**src/verilog/perf_event_pkg.sv**
```systemverilog
// Event codes, unit masks, counter limits and prefetch queue sizing
// Shared by the event decoder and its bench; no clock or reset assumed
package perf_event_pkg;

    localparam logic [7:0] EVT_OFFCORE_OUTST   = 8'h60;
    localparam logic [7:0] EVT_CACHE_LOCK      = 8'h63;
    localparam logic [7:0] EVT_IO_TRANSACTIONS = 8'h6C;
    localparam logic [7:0] EVT_ICACHE          = 8'h80;
    localparam logic [7:0] EVT_NESTED_WALK     = 8'h4F;
    localparam logic [7:0] EVT_DCACHE_LINES    = 8'h51;
    localparam logic [7:0] EVT_LOAD_LOCK_FB    = 8'h52;

    localparam logic [7:0] UM_DEMAND_DATA_RD   = 8'h01;
    localparam logic [7:0] UM_DEMAND_CODE_RD   = 8'h02;
    localparam logic [7:0] UM_DEMAND_RFO       = 8'h04;
    localparam logic [7:0] UM_ANY_READ         = 8'h08;
    localparam logic [7:0] UM_BOTH_LOCK        = 8'h01;
    localparam logic [7:0] UM_DCACHE_LOCK      = 8'h02;
    localparam logic [7:0] UM_IO_DONE          = 8'h01;
    localparam logic [7:0] UM_FETCH_HITS       = 8'h01;
    localparam logic [7:0] UM_FETCH_MISSES     = 8'h02;
    localparam logic [7:0] UM_ALL_FETCHES      = 8'h03;
    localparam logic [7:0] UM_WALK_CYCLES      = 8'h10;
    localparam logic [7:0] UM_LINE_FILLS       = 8'h01;
    localparam logic [7:0] UM_SNOOP_EVICT      = 8'h08;
    localparam logic [7:0] UM_LOAD_LOCK        = 8'h01;

    // Bit n set: counter n may host the event
    localparam logic [3:0] CTR_MASK_C0         = 4'h1;
    localparam logic [3:0] CTR_MASK_C01        = 4'h3;
    localparam logic [3:0] CTR_MASK_ANY        = 4'hF;
    localparam logic [3:0] CTR_MASK_NONE       = 4'h0;

    localparam int         PF_QUEUE_DEPTH      = 4;

endpackage : perf_event_pkg

```
**src/verilog/perf_event_select_decode.sv**
```systemverilog
// Performance event decoder: turns event code, unit mask and counter
// index into a per-cycle increment, plus the data prefetch request queue.
// Assumes all event sources are on i_clk and single-cycle events are
// one-cycle pulses from the core; counter storage lives elsewhere.
// Function
// [RULE1] Demand data read occupancy, counter 0 only
// [RULE2] Demand code read occupancy, counter 0 only
// [RULE3] Demand ownership read occupancy, counter 0 only
// [RULE4] Any read occupancy incl. prefetch, counter 0
// [RULE5] Both caches locked cycles, counters 0,1
// [RULE6] Lock from uncacheable, split or walk
// [RULE7] Event observes locks, never causes them
// [RULE8] Data cache line locked cycles, counters 0,1
// [RULE9] One count per completed I/O transaction
// [RULE10] Count instruction fetches hitting the cache
// [RULE11] Count fetch misses including uncacheable fetches
// [RULE12] Each fetch miss counted exactly once
// [RULE13] Count all fetches including uncacheable bypasses
// [RULE14] Count nested page walk cycles
// [RULE15] Count data cache line fills, counters 0,1
// [RULE16] Count dirty evictions from snoop hit modified
// [RULE17] Count load-lock instructions accepted into fill buffer
// [RULE18] Four-entry prefetch queue, overwrites and competition
// [RULE19] Streamer stops on hit, pointer prefetcher continues
// [RULE20] Software avoids accesses locking both caches
// [RULE21] Occupancy adds outstanding request count per cycle
// [RULE22] Undefined selections produce no increments
`timescale 1ns/1ps
`default_nettype none

module perf_event_select_decode #(
    parameter int OCC_W   = 4,
    parameter int ADDR_W  = 32,
    parameter int PF_DEPTH = perf_event_pkg::PF_QUEUE_DEPTH,
    parameter int INC_W   = OCC_W + 2
) (
    input  wire logic              i_clk,
    input  wire logic              i_rstn,
    input  wire logic              i_count_en,
    input  wire logic [7:0]        i_event_code,
    input  wire logic [7:0]        i_unit_mask,
    input  wire logic [1:0]        i_counter_idx,
    input  wire logic [OCC_W-1:0]  i_occ_data_rd,
    input  wire logic [OCC_W-1:0]  i_occ_code_rd,
    input  wire logic [OCC_W-1:0]  i_occ_read_for_ownership,
    input  wire logic [OCC_W-1:0]  i_occ_l2_prefetch,
    input  wire logic              i_lock_uc_access,
    input  wire logic              i_lock_split_line,
    input  wire logic              i_lock_uc_walk,
    input  wire logic              i_dcache_line_locked,
    input  wire logic              i_io_done,
    input  wire logic              i_fetch_valid,
    input  wire logic              i_fetch_hit,
    input  wire logic              i_fetch_uncacheable,
    input  wire logic              i_nested_walk_active,
    input  wire logic              i_dcache_fill,
    input  wire logic              i_snoop_dirty_evict,
    input  wire logic              i_load_lock_fb_accept,
    input  wire logic              i_dcache_hit,
    input  wire logic              i_stream_req,
    input  wire logic [ADDR_W-1:0] i_stream_addr,
    input  wire logic              i_ip_req,
    input  wire logic [ADDR_W-1:0] i_ip_addr,
    input  wire logic              i_pf_ready,
    output logic      [INC_W-1:0]  o_inc,
    output logic                   o_event_legal,
    output logic                   o_both_locked,
    output logic                   o_pf_valid,
    output logic      [ADDR_W-1:0] o_pf_addr,
    output logic                   o_pf_overwrite,
    output logic                   o_pf_compete_drop
);
    import perf_event_pkg::*;

    localparam int PTR_W = (PF_DEPTH > 1) ? $clog2(PF_DEPTH) : 1;
    localparam int CNT_W = $clog2(PF_DEPTH + 1);
    localparam logic [CNT_W-1:0] PF_FULL = CNT_W'(PF_DEPTH);

    function automatic logic [INC_W-1:0] widen_bit(input logic b);
        widen_bit = {{(INC_W-1){1'b0}}, b};
    endfunction : widen_bit

    function automatic logic [INC_W-1:0] widen_occ(input logic [OCC_W-1:0] v);
        widen_occ = {{(INC_W-OCC_W){1'b0}}, v};
    endfunction : widen_occ

    function automatic logic [PTR_W-1:0] ptr_inc(input logic [PTR_W-1:0] p);
        ptr_inc = (p == PTR_W'(PF_DEPTH - 1)) ? '0 : p + PTR_W'(1);
    endfunction : ptr_inc

    // Lock level is only read here; nothing drives back into the caches
    logic lock_both; // [RULE7]
    assign lock_both = i_lock_uc_access | i_lock_split_line | i_lock_uc_walk; // [RULE6]

    // Fetch events rely on i_fetch_valid being one pulse per fetch,
    // so a miss that stays outstanding still adds only one
    logic fetch_hit_evt;
    logic fetch_miss_evt;
    assign fetch_hit_evt  = i_fetch_valid & i_fetch_hit & ~i_fetch_uncacheable;
    assign fetch_miss_evt = i_fetch_valid & ~(i_fetch_hit & ~i_fetch_uncacheable); // [RULE12]

    logic [INC_W-1:0] inc_raw;
    logic [3:0]       ctr_allowed;

    always_comb begin
        inc_raw     = '0;
        ctr_allowed = CTR_MASK_NONE; // [RULE22]
        unique case (i_event_code)
            EVT_OFFCORE_OUTST: begin
                ctr_allowed = CTR_MASK_C0;
                unique case (i_unit_mask)
                    UM_DEMAND_DATA_RD: inc_raw = widen_occ(i_occ_data_rd); // [RULE1] [RULE21]
                    UM_DEMAND_CODE_RD: inc_raw = widen_occ(i_occ_code_rd); // [RULE2] [RULE21]
                    UM_DEMAND_RFO: inc_raw = widen_occ(i_occ_read_for_ownership); // [RULE3]
                    UM_ANY_READ: begin
                        inc_raw = widen_occ(i_occ_data_rd) + widen_occ(i_occ_code_rd)
                                + widen_occ(i_occ_read_for_ownership)
                                + widen_occ(i_occ_l2_prefetch); // [RULE4] [RULE21]
                    end
                    default: ctr_allowed = CTR_MASK_NONE; // [RULE22]
                endcase
            end
            EVT_CACHE_LOCK: begin
                ctr_allowed = CTR_MASK_C01;
                unique case (i_unit_mask)
                    UM_BOTH_LOCK: inc_raw = widen_bit(lock_both); // [RULE5]
                    UM_DCACHE_LOCK: inc_raw = widen_bit(i_dcache_line_locked); // [RULE8]
                    default: ctr_allowed = CTR_MASK_NONE;
                endcase
            end
            EVT_IO_TRANSACTIONS: begin
                if (i_unit_mask == UM_IO_DONE) begin
                    ctr_allowed = CTR_MASK_ANY;
                    inc_raw     = widen_bit(i_io_done); // [RULE9]
                end
            end
            EVT_ICACHE: begin
                ctr_allowed = CTR_MASK_ANY;
                unique case (i_unit_mask)
                    UM_FETCH_HITS: inc_raw = widen_bit(fetch_hit_evt); // [RULE10]
                    UM_FETCH_MISSES: inc_raw = widen_bit(fetch_miss_evt); // [RULE11]
                    UM_ALL_FETCHES: inc_raw = widen_bit(i_fetch_valid); // [RULE13]
                    default: ctr_allowed = CTR_MASK_NONE;
                endcase
            end
            EVT_NESTED_WALK: begin
                if (i_unit_mask == UM_WALK_CYCLES) begin
                    ctr_allowed = CTR_MASK_ANY;
                    inc_raw     = widen_bit(i_nested_walk_active); // [RULE14]
                end
            end
            EVT_DCACHE_LINES: begin
                unique case (i_unit_mask)
                    UM_LINE_FILLS: begin
                        ctr_allowed = CTR_MASK_C01;
                        inc_raw     = widen_bit(i_dcache_fill); // [RULE15]
                    end
                    UM_SNOOP_EVICT: begin
                        ctr_allowed = CTR_MASK_C01;
                        inc_raw     = widen_bit(i_snoop_dirty_evict); // [RULE16]
                    end
                    default: ctr_allowed = CTR_MASK_NONE;
                endcase
            end
            EVT_LOAD_LOCK_FB: begin
                if (i_unit_mask == UM_LOAD_LOCK) begin
                    ctr_allowed = CTR_MASK_ANY;
                    inc_raw     = widen_bit(i_load_lock_fb_accept); // [RULE17]
                end
            end
            default: ctr_allowed = CTR_MASK_NONE; // [RULE22]
        endcase
    end

    logic legal;
    assign legal = ctr_allowed[i_counter_idx];

    // Registered so the counter sees one stable increment per cycle
    always_ff @(posedge i_clk) begin
        if (!i_rstn) begin
            o_inc         <= '0;
            o_event_legal <= 1'b0;
        end else begin
            o_event_legal <= legal;
            o_inc         <= (legal && i_count_en) ? inc_raw : '0; // [RULE22]
        end
    end

    always_ff @(posedge i_clk) begin
        if (!i_rstn) begin
            o_both_locked <= 1'b0;
        end else begin
            o_both_locked <= lock_both; // [RULE6]
        end
    end

    // Prefetch request queue
    logic [ADDR_W-1:0] pf_mem_reg [PF_DEPTH];
    logic [ADDR_W-1:0] pf_mem_next [PF_DEPTH];
    logic [PTR_W-1:0]  wr_ptr_reg;
    logic [PTR_W-1:0]  wr_ptr_next;
    logic [PTR_W-1:0]  rd_ptr_reg;
    logic [PTR_W-1:0]  rd_ptr_next;
    logic [CNT_W-1:0]  cnt_reg;
    logic [CNT_W-1:0]  cnt_next;
    logic              stream_live;
    logic              push;
    logic              pop;
    logic              overwrite;
    logic [ADDR_W-1:0] push_addr;

    assign stream_live = i_stream_req & ~i_dcache_hit; // [RULE19]
    // Streamer wins a same-cycle collision; the pointer request is lost
    assign push      = stream_live | i_ip_req; // [RULE18]
    assign push_addr = stream_live ? i_stream_addr : i_ip_addr;
    assign pop       = o_pf_valid & i_pf_ready;
    // Full queue with no drain: newest overwrites the oldest entry
    assign overwrite = push & ~pop & (cnt_reg == PF_FULL); // [RULE18]

    always_comb begin
        pf_mem_next = pf_mem_reg;
        wr_ptr_next = wr_ptr_reg;
        rd_ptr_next = rd_ptr_reg;
        cnt_next    = cnt_reg;
        if (pop) begin
            rd_ptr_next = ptr_inc(rd_ptr_reg);
            cnt_next    = cnt_next - CNT_W'(1);
        end
        if (push) begin
            pf_mem_next[wr_ptr_reg] = push_addr;
            wr_ptr_next             = ptr_inc(wr_ptr_reg);
            if (overwrite) begin
                rd_ptr_next = ptr_inc(rd_ptr_reg);
            end else begin
                cnt_next = cnt_next + CNT_W'(1);
            end
        end
    end

    always_ff @(posedge i_clk) begin
        if (!i_rstn) begin
            for (int i = 0; i < PF_DEPTH; i++) begin
                pf_mem_reg[i] <= '0;
            end
            wr_ptr_reg <= '0;
            rd_ptr_reg <= '0;
            cnt_reg    <= '0;
        end else begin
            pf_mem_reg <= pf_mem_next;
            wr_ptr_reg <= wr_ptr_next;
            rd_ptr_reg <= rd_ptr_next;
            cnt_reg    <= cnt_next;
        end
    end

    // Head is registered from next state so the outputs stay flop-driven
    always_ff @(posedge i_clk) begin
        if (!i_rstn) begin
            o_pf_valid <= 1'b0;
            o_pf_addr  <= '0;
        end else begin
            o_pf_valid <= (cnt_next != '0);
            o_pf_addr  <= pf_mem_next[rd_ptr_next];
        end
    end

    always_ff @(posedge i_clk) begin
        if (!i_rstn) begin
            o_pf_overwrite    <= 1'b0;
            o_pf_compete_drop <= 1'b0;
        end else begin
            o_pf_overwrite    <= overwrite; // [RULE18]
            o_pf_compete_drop <= stream_live & i_ip_req; // [RULE18]
        end
    end

endmodule : perf_event_select_decode

`default_nettype wire

```
**config.mk**
```make
export PLATFORM = sky130hd
export DESIGN_NAME = perf_event_select_decode
export DESIGN_NICKNAME = d
export VERILOG_FILES = /design/src/verilog/perf_event_pkg.sv /design/src/verilog/perf_event_select_decode.sv
export SDC_FILE = /design/constraint.sdc
export NUM_CORES = 1
export LEC_CHECK = 0
export ABC_AREA = 1
export BUFFER_PORTS_ARGS = -buffer_cell sky130_fd_sc_hd__buf_2
export CORE_UTILIZATION = 42
export DETAILED_ROUTE_END_ITERATION = 10
export SLEW_MARGIN = 20
export SYNTH_ARGS = -nofsm -noshare
export SYNTH_HDL_FRONTEND = slang
export SYNTH_SLANG_ARGS = --single-unit
```
**constraint.sdc**
```tcl
create_clock -name i_clk -period 5 [get_ports i_clk]
set_clock_uncertainty 0.15 [all_clocks]
set_input_delay 1 -clock i_clk [delete_from_list [all_inputs] [get_ports i_clk]]
set_output_delay 1 -clock i_clk [all_outputs]
set_load 0.1 [all_outputs]
```
==> flow_metrics.env <==
export IMPL_final_setup_violation_count=0
export IMPL_routabilityCongestion=0.8662
export IMPL_vias=7575
export IMPL_design_final_nets=1434
export IMPL_route_antenna_remaining_nets=0
export IMPL_ys_warnings_count=0
export IMPL_detail_route_iter0_violations=432
export IMPL_yosys_area_top_type_share=0.4263
export IMPL_fin_hold_ws_ns=0.3424
export IMPL_first_global_vias=6806
export IMPL_cellLeakagePower_uw=0.004493
export IMPL_synth_avg_cell_area_sq_um=7.113
export IMPL_first_pass_grt_wire_length_microns=33290
export IMPL_worst_skew_pair_late_latency_ns=0.43
export IMPL_cp_launch_type="input port"
export IMPL_wire_per_inst_microns=12.98
export IMPL_synthesis_nets=1313
export IMPL_slew_at_the_pin_with_the_worst_max_slew_slack_ns=0.9761
export IMPL_critical_path_n_buffers_inverters=4
export IMPL_worst_path_largest_cell_delay_ns=0.55
export IMPL_relSlewSlack=0.3483
export IMPL_yosysMostFrequentCell="nand2_1"
export IMPL_nFillCells=1980
export IMPL_yosys_top_cells_area="dfxtp_1, nand2_1, nor2_1, o21ai_0, nand3_1"
export IMPL_floorplan_rows=51
export IMPL_post_synth_inst_count=1175
export IMPL_status="finished, final reports clean"
export IMPL_tritoncts="built"
export IMPL_maxClockFrequency_ghz=0.3093
export IMPL_place_ws_ns=1.328
export IMPL_largest_reg_flops=128
export IMPL_synthesis_to_finish_area_growth_pct=18.29
export IMPL_clock_path_buffers=2
export IMPL_syn_area_sq_mm=0.008358
export IMPL_timing_final_ws_setup_ns=1.767
export IMPL_rsz0062_at_grt="false"
export IMPL_clkSinkCount=178
export IMPL_number_of_gates_given_a_new_drive_strength_after_cts=0
export IMPL_path_type_of_the_worst_min_delay_path="reg2reg"
export IMPL_post_cts_repair_setup_buffers=0
export IMPL_synth_top_cells_by_count="nand2_1, dfxtp_1, nor2_1, o21ai_0, nand3_1"
export IMPL_clock_root_buffer="clkbuf_16"
export IMPL_critical_path_class="in2reg"
export IMPL_final_layout_setup_total_negative_slack_ns=0
export IMPL_crit_path_top_delay_cell="fa_1"
export IMPL_route_detailed_drc=0
export IMPL_number_of_antenna_violations_at_the_first_check_in_global_routing=0
export IMPL_synth_cell_type_count=38
export IMPL_synth_seq_area_share=0.4263
export IMPL_drive_gt1_frac=0.2185
export IMPL_clkSlewWorstSetupHoldPaths_ns=0.06
export IMPL_power_density_mw_per_mm2=553.6
export IMPL_critical_path_endpoint_type="flop"
export IMPL_route_detailed_vias_per_inst=4.810
export IMPL_ir_drop_mv=0.4400
export IMPL_maxCapViolations=0
export IMPL_dp_final_hpwl_microns=13080
export IMPL_worst_path_max_fanout=2
export IMPL_grt_max_degree=119
export IMPL_dieWidth_microns=143.1
export IMPL_ys_ff_latch=178
export IMPL_crit_required_ns=5.17
export IMPL_grt_remaining_overflow=0
export IMPL_height_of_the_die_microns=143.1
export IMPL_finalWorstPathRequiredPeriod_ns=3.233
export IMPL_globalRouteTotalUtil=0.2067
export IMPL_final_hold_violation_count=0
export IMPL_worst_path_cell_chain="buf_2, inv_1, fa_1, fa_1, inv_1, ha_1, inv_1, fa_1, or2_2, nand3_1, o2111ai_1, nand2_1, nor2_1"
export IMPL_numCtsBuffers=17
export IMPL_port_buffers=159
export IMPL_fp_dieArea_sq_mm=0.02047
export IMPL_crit_arrival_ns=3.41
export IMPL_ctsHoldBuffers=0
export IMPL_firstDrtPassIters=4
export IMPL_ports_placed_on_the_boundary=160
export IMPL_route_final_wire_length_microns=20450
export IMPL_synthDominantAreaCellType="dfxtp_1"
export IMPL_design_power_total_uw=5473
export IMPL_synth_async_reset_ratio=0
export IMPL_initial_utilization=0.4294
export IMPL_core_area_sq_mm=0.01946
export IMPL_synth_edff_count=0
export IMPL_cts_htree_levels=4
export IMPL_critical_path_top_delay_family="adder cells"
export IMPL_timing_final_max_slew_violations=0
export IMPL_timing_final_crit_share=0.6466
export IMPL_postSynth_topFlopCell="dfxtp_1"
-- logic make-up (layout without fill, tap and decap cells) --
| logic type | after synthesis | in the layout | share of synthesized area |
|---|---|---|---|
| compound gates | 216 | 216 | 0.1461 |
| xor+xnor | 3 | 3 | 0.003144 |
| fa+ha+maj | 21 | 21 | 0.03862 |
| buf+inv | 130 | 264 | 0.06751 |
| flops | 178 | 178 | 0.4263 |
| mux | 2 | 2 | 0.002395 |
| other cells | 0 | 1 | 0 |
| simple gates | 625 | 625 | 0.3159 |
-- per-stage QoR --
| step | area, sq um | cells | util |
|---|---|---|---|
| 6_report | 9887 | 1575 | 0.5080 |
| 3_5_place_dp | 9278 | 1542 | 0.4767 |
| 4_1_cts | 9884 | 1574 | 0.5079 |
| 3_3_place_gp | 9278 | 1542 | 0.4767 |
| 2_1_floorplan | 8358 | 1175 | - |
| 5_1_grt | 9884 | 1574 | 0.5079 |
-- power by group --
| group | internal, uW | leakage (uW) | switching, uW |
|---|---|---|---|
| clock network | 830 | 0.000296 | 538 |
| logic | 542 | 0.00274 | 1850 |
| registers | 1650 | 0.00146 | 67.2 |
| total | 3020 | 0.00449 | 2450 |
-- area by class of cell --
type                       count  area [sq um]  area share
antenna                        1         2.502   0.0002531
clock buffer                  25         485.5     0.04910
clock inverter                 7         121.4     0.01228
inverter                      63         241.5     0.02442
multi-input combinational    867          4245      0.4294
sequential                   178          3563      0.3604
tap                          265         331.6     0.03354
timing repair buffer         169         895.9     0.09061
-- layer usage --
metal,vias to the layer above,share of wire,global-route usage
li1,4017,-,-
met1,3409,0.48,0.2703
met2,123,0.47,0.3366
met3,26,0.037,0.04225
met4,0,0.017,0.07244
met5,-,0,0
-- final timing paths --
kind,from,endpoint,slack (ns),cells past startpoint
min reg2reg,pf_mem_reg[102],pf_mem_reg[102],0.34,2
min,pf_mem_reg[102],pf_mem_reg[102],0.34,2
max reg2reg,cnt_reg[0],o_pf_addr[10],2.44,12
max,i_occ_data_rd[1],o_inc[3],1.77,13
-- worst min-delay path, cell delays in order, from the launching register on --
cell and delay, ns:
dfxtp_1 0.31, o21ai_1 0.08, nor2_1 0.08
-- layout by cell type, fill, tap and decap left out, types with 3 or more instances in the layout --
| cell | Yosys | routed |
|---|---|---|
| a21oi_1 | 38 | 38 |
| buf_2 | 34 | 159 |
| buf_4 | 4 | 8 |
| bufinv_16 | 0 | 3 |
| clkbuf_1 | 21 | 5 |
| clkbuf_16 | 0 | 17 |
| clkbuf_8 | 0 | 3 |
| dfxtp_1 | 178 | 178 |
| fa_1 | 8 | 8 |
| ha_1 | 13 | 13 |
| inv_1 | 56 | 56 |
| inv_2 | 6 | 5 |
| nand2_1 | 318 | 318 |
| nand3_1 | 78 | 78 |
| nand4_1 | 5 | 5 |
| nor2_1 | 166 | 166 |
| nor2_2 | 3 | 3 |
| nor2_4 | 5 | 5 |
| nor3_1 | 5 | 5 |
| o21ai_0 | 111 | 111 |
| o21ai_1 | 27 | 27 |
| o21ai_2 | 31 | 29 |
| or2_2 | 36 | 36 |
(Power assumes the default switching activity.)
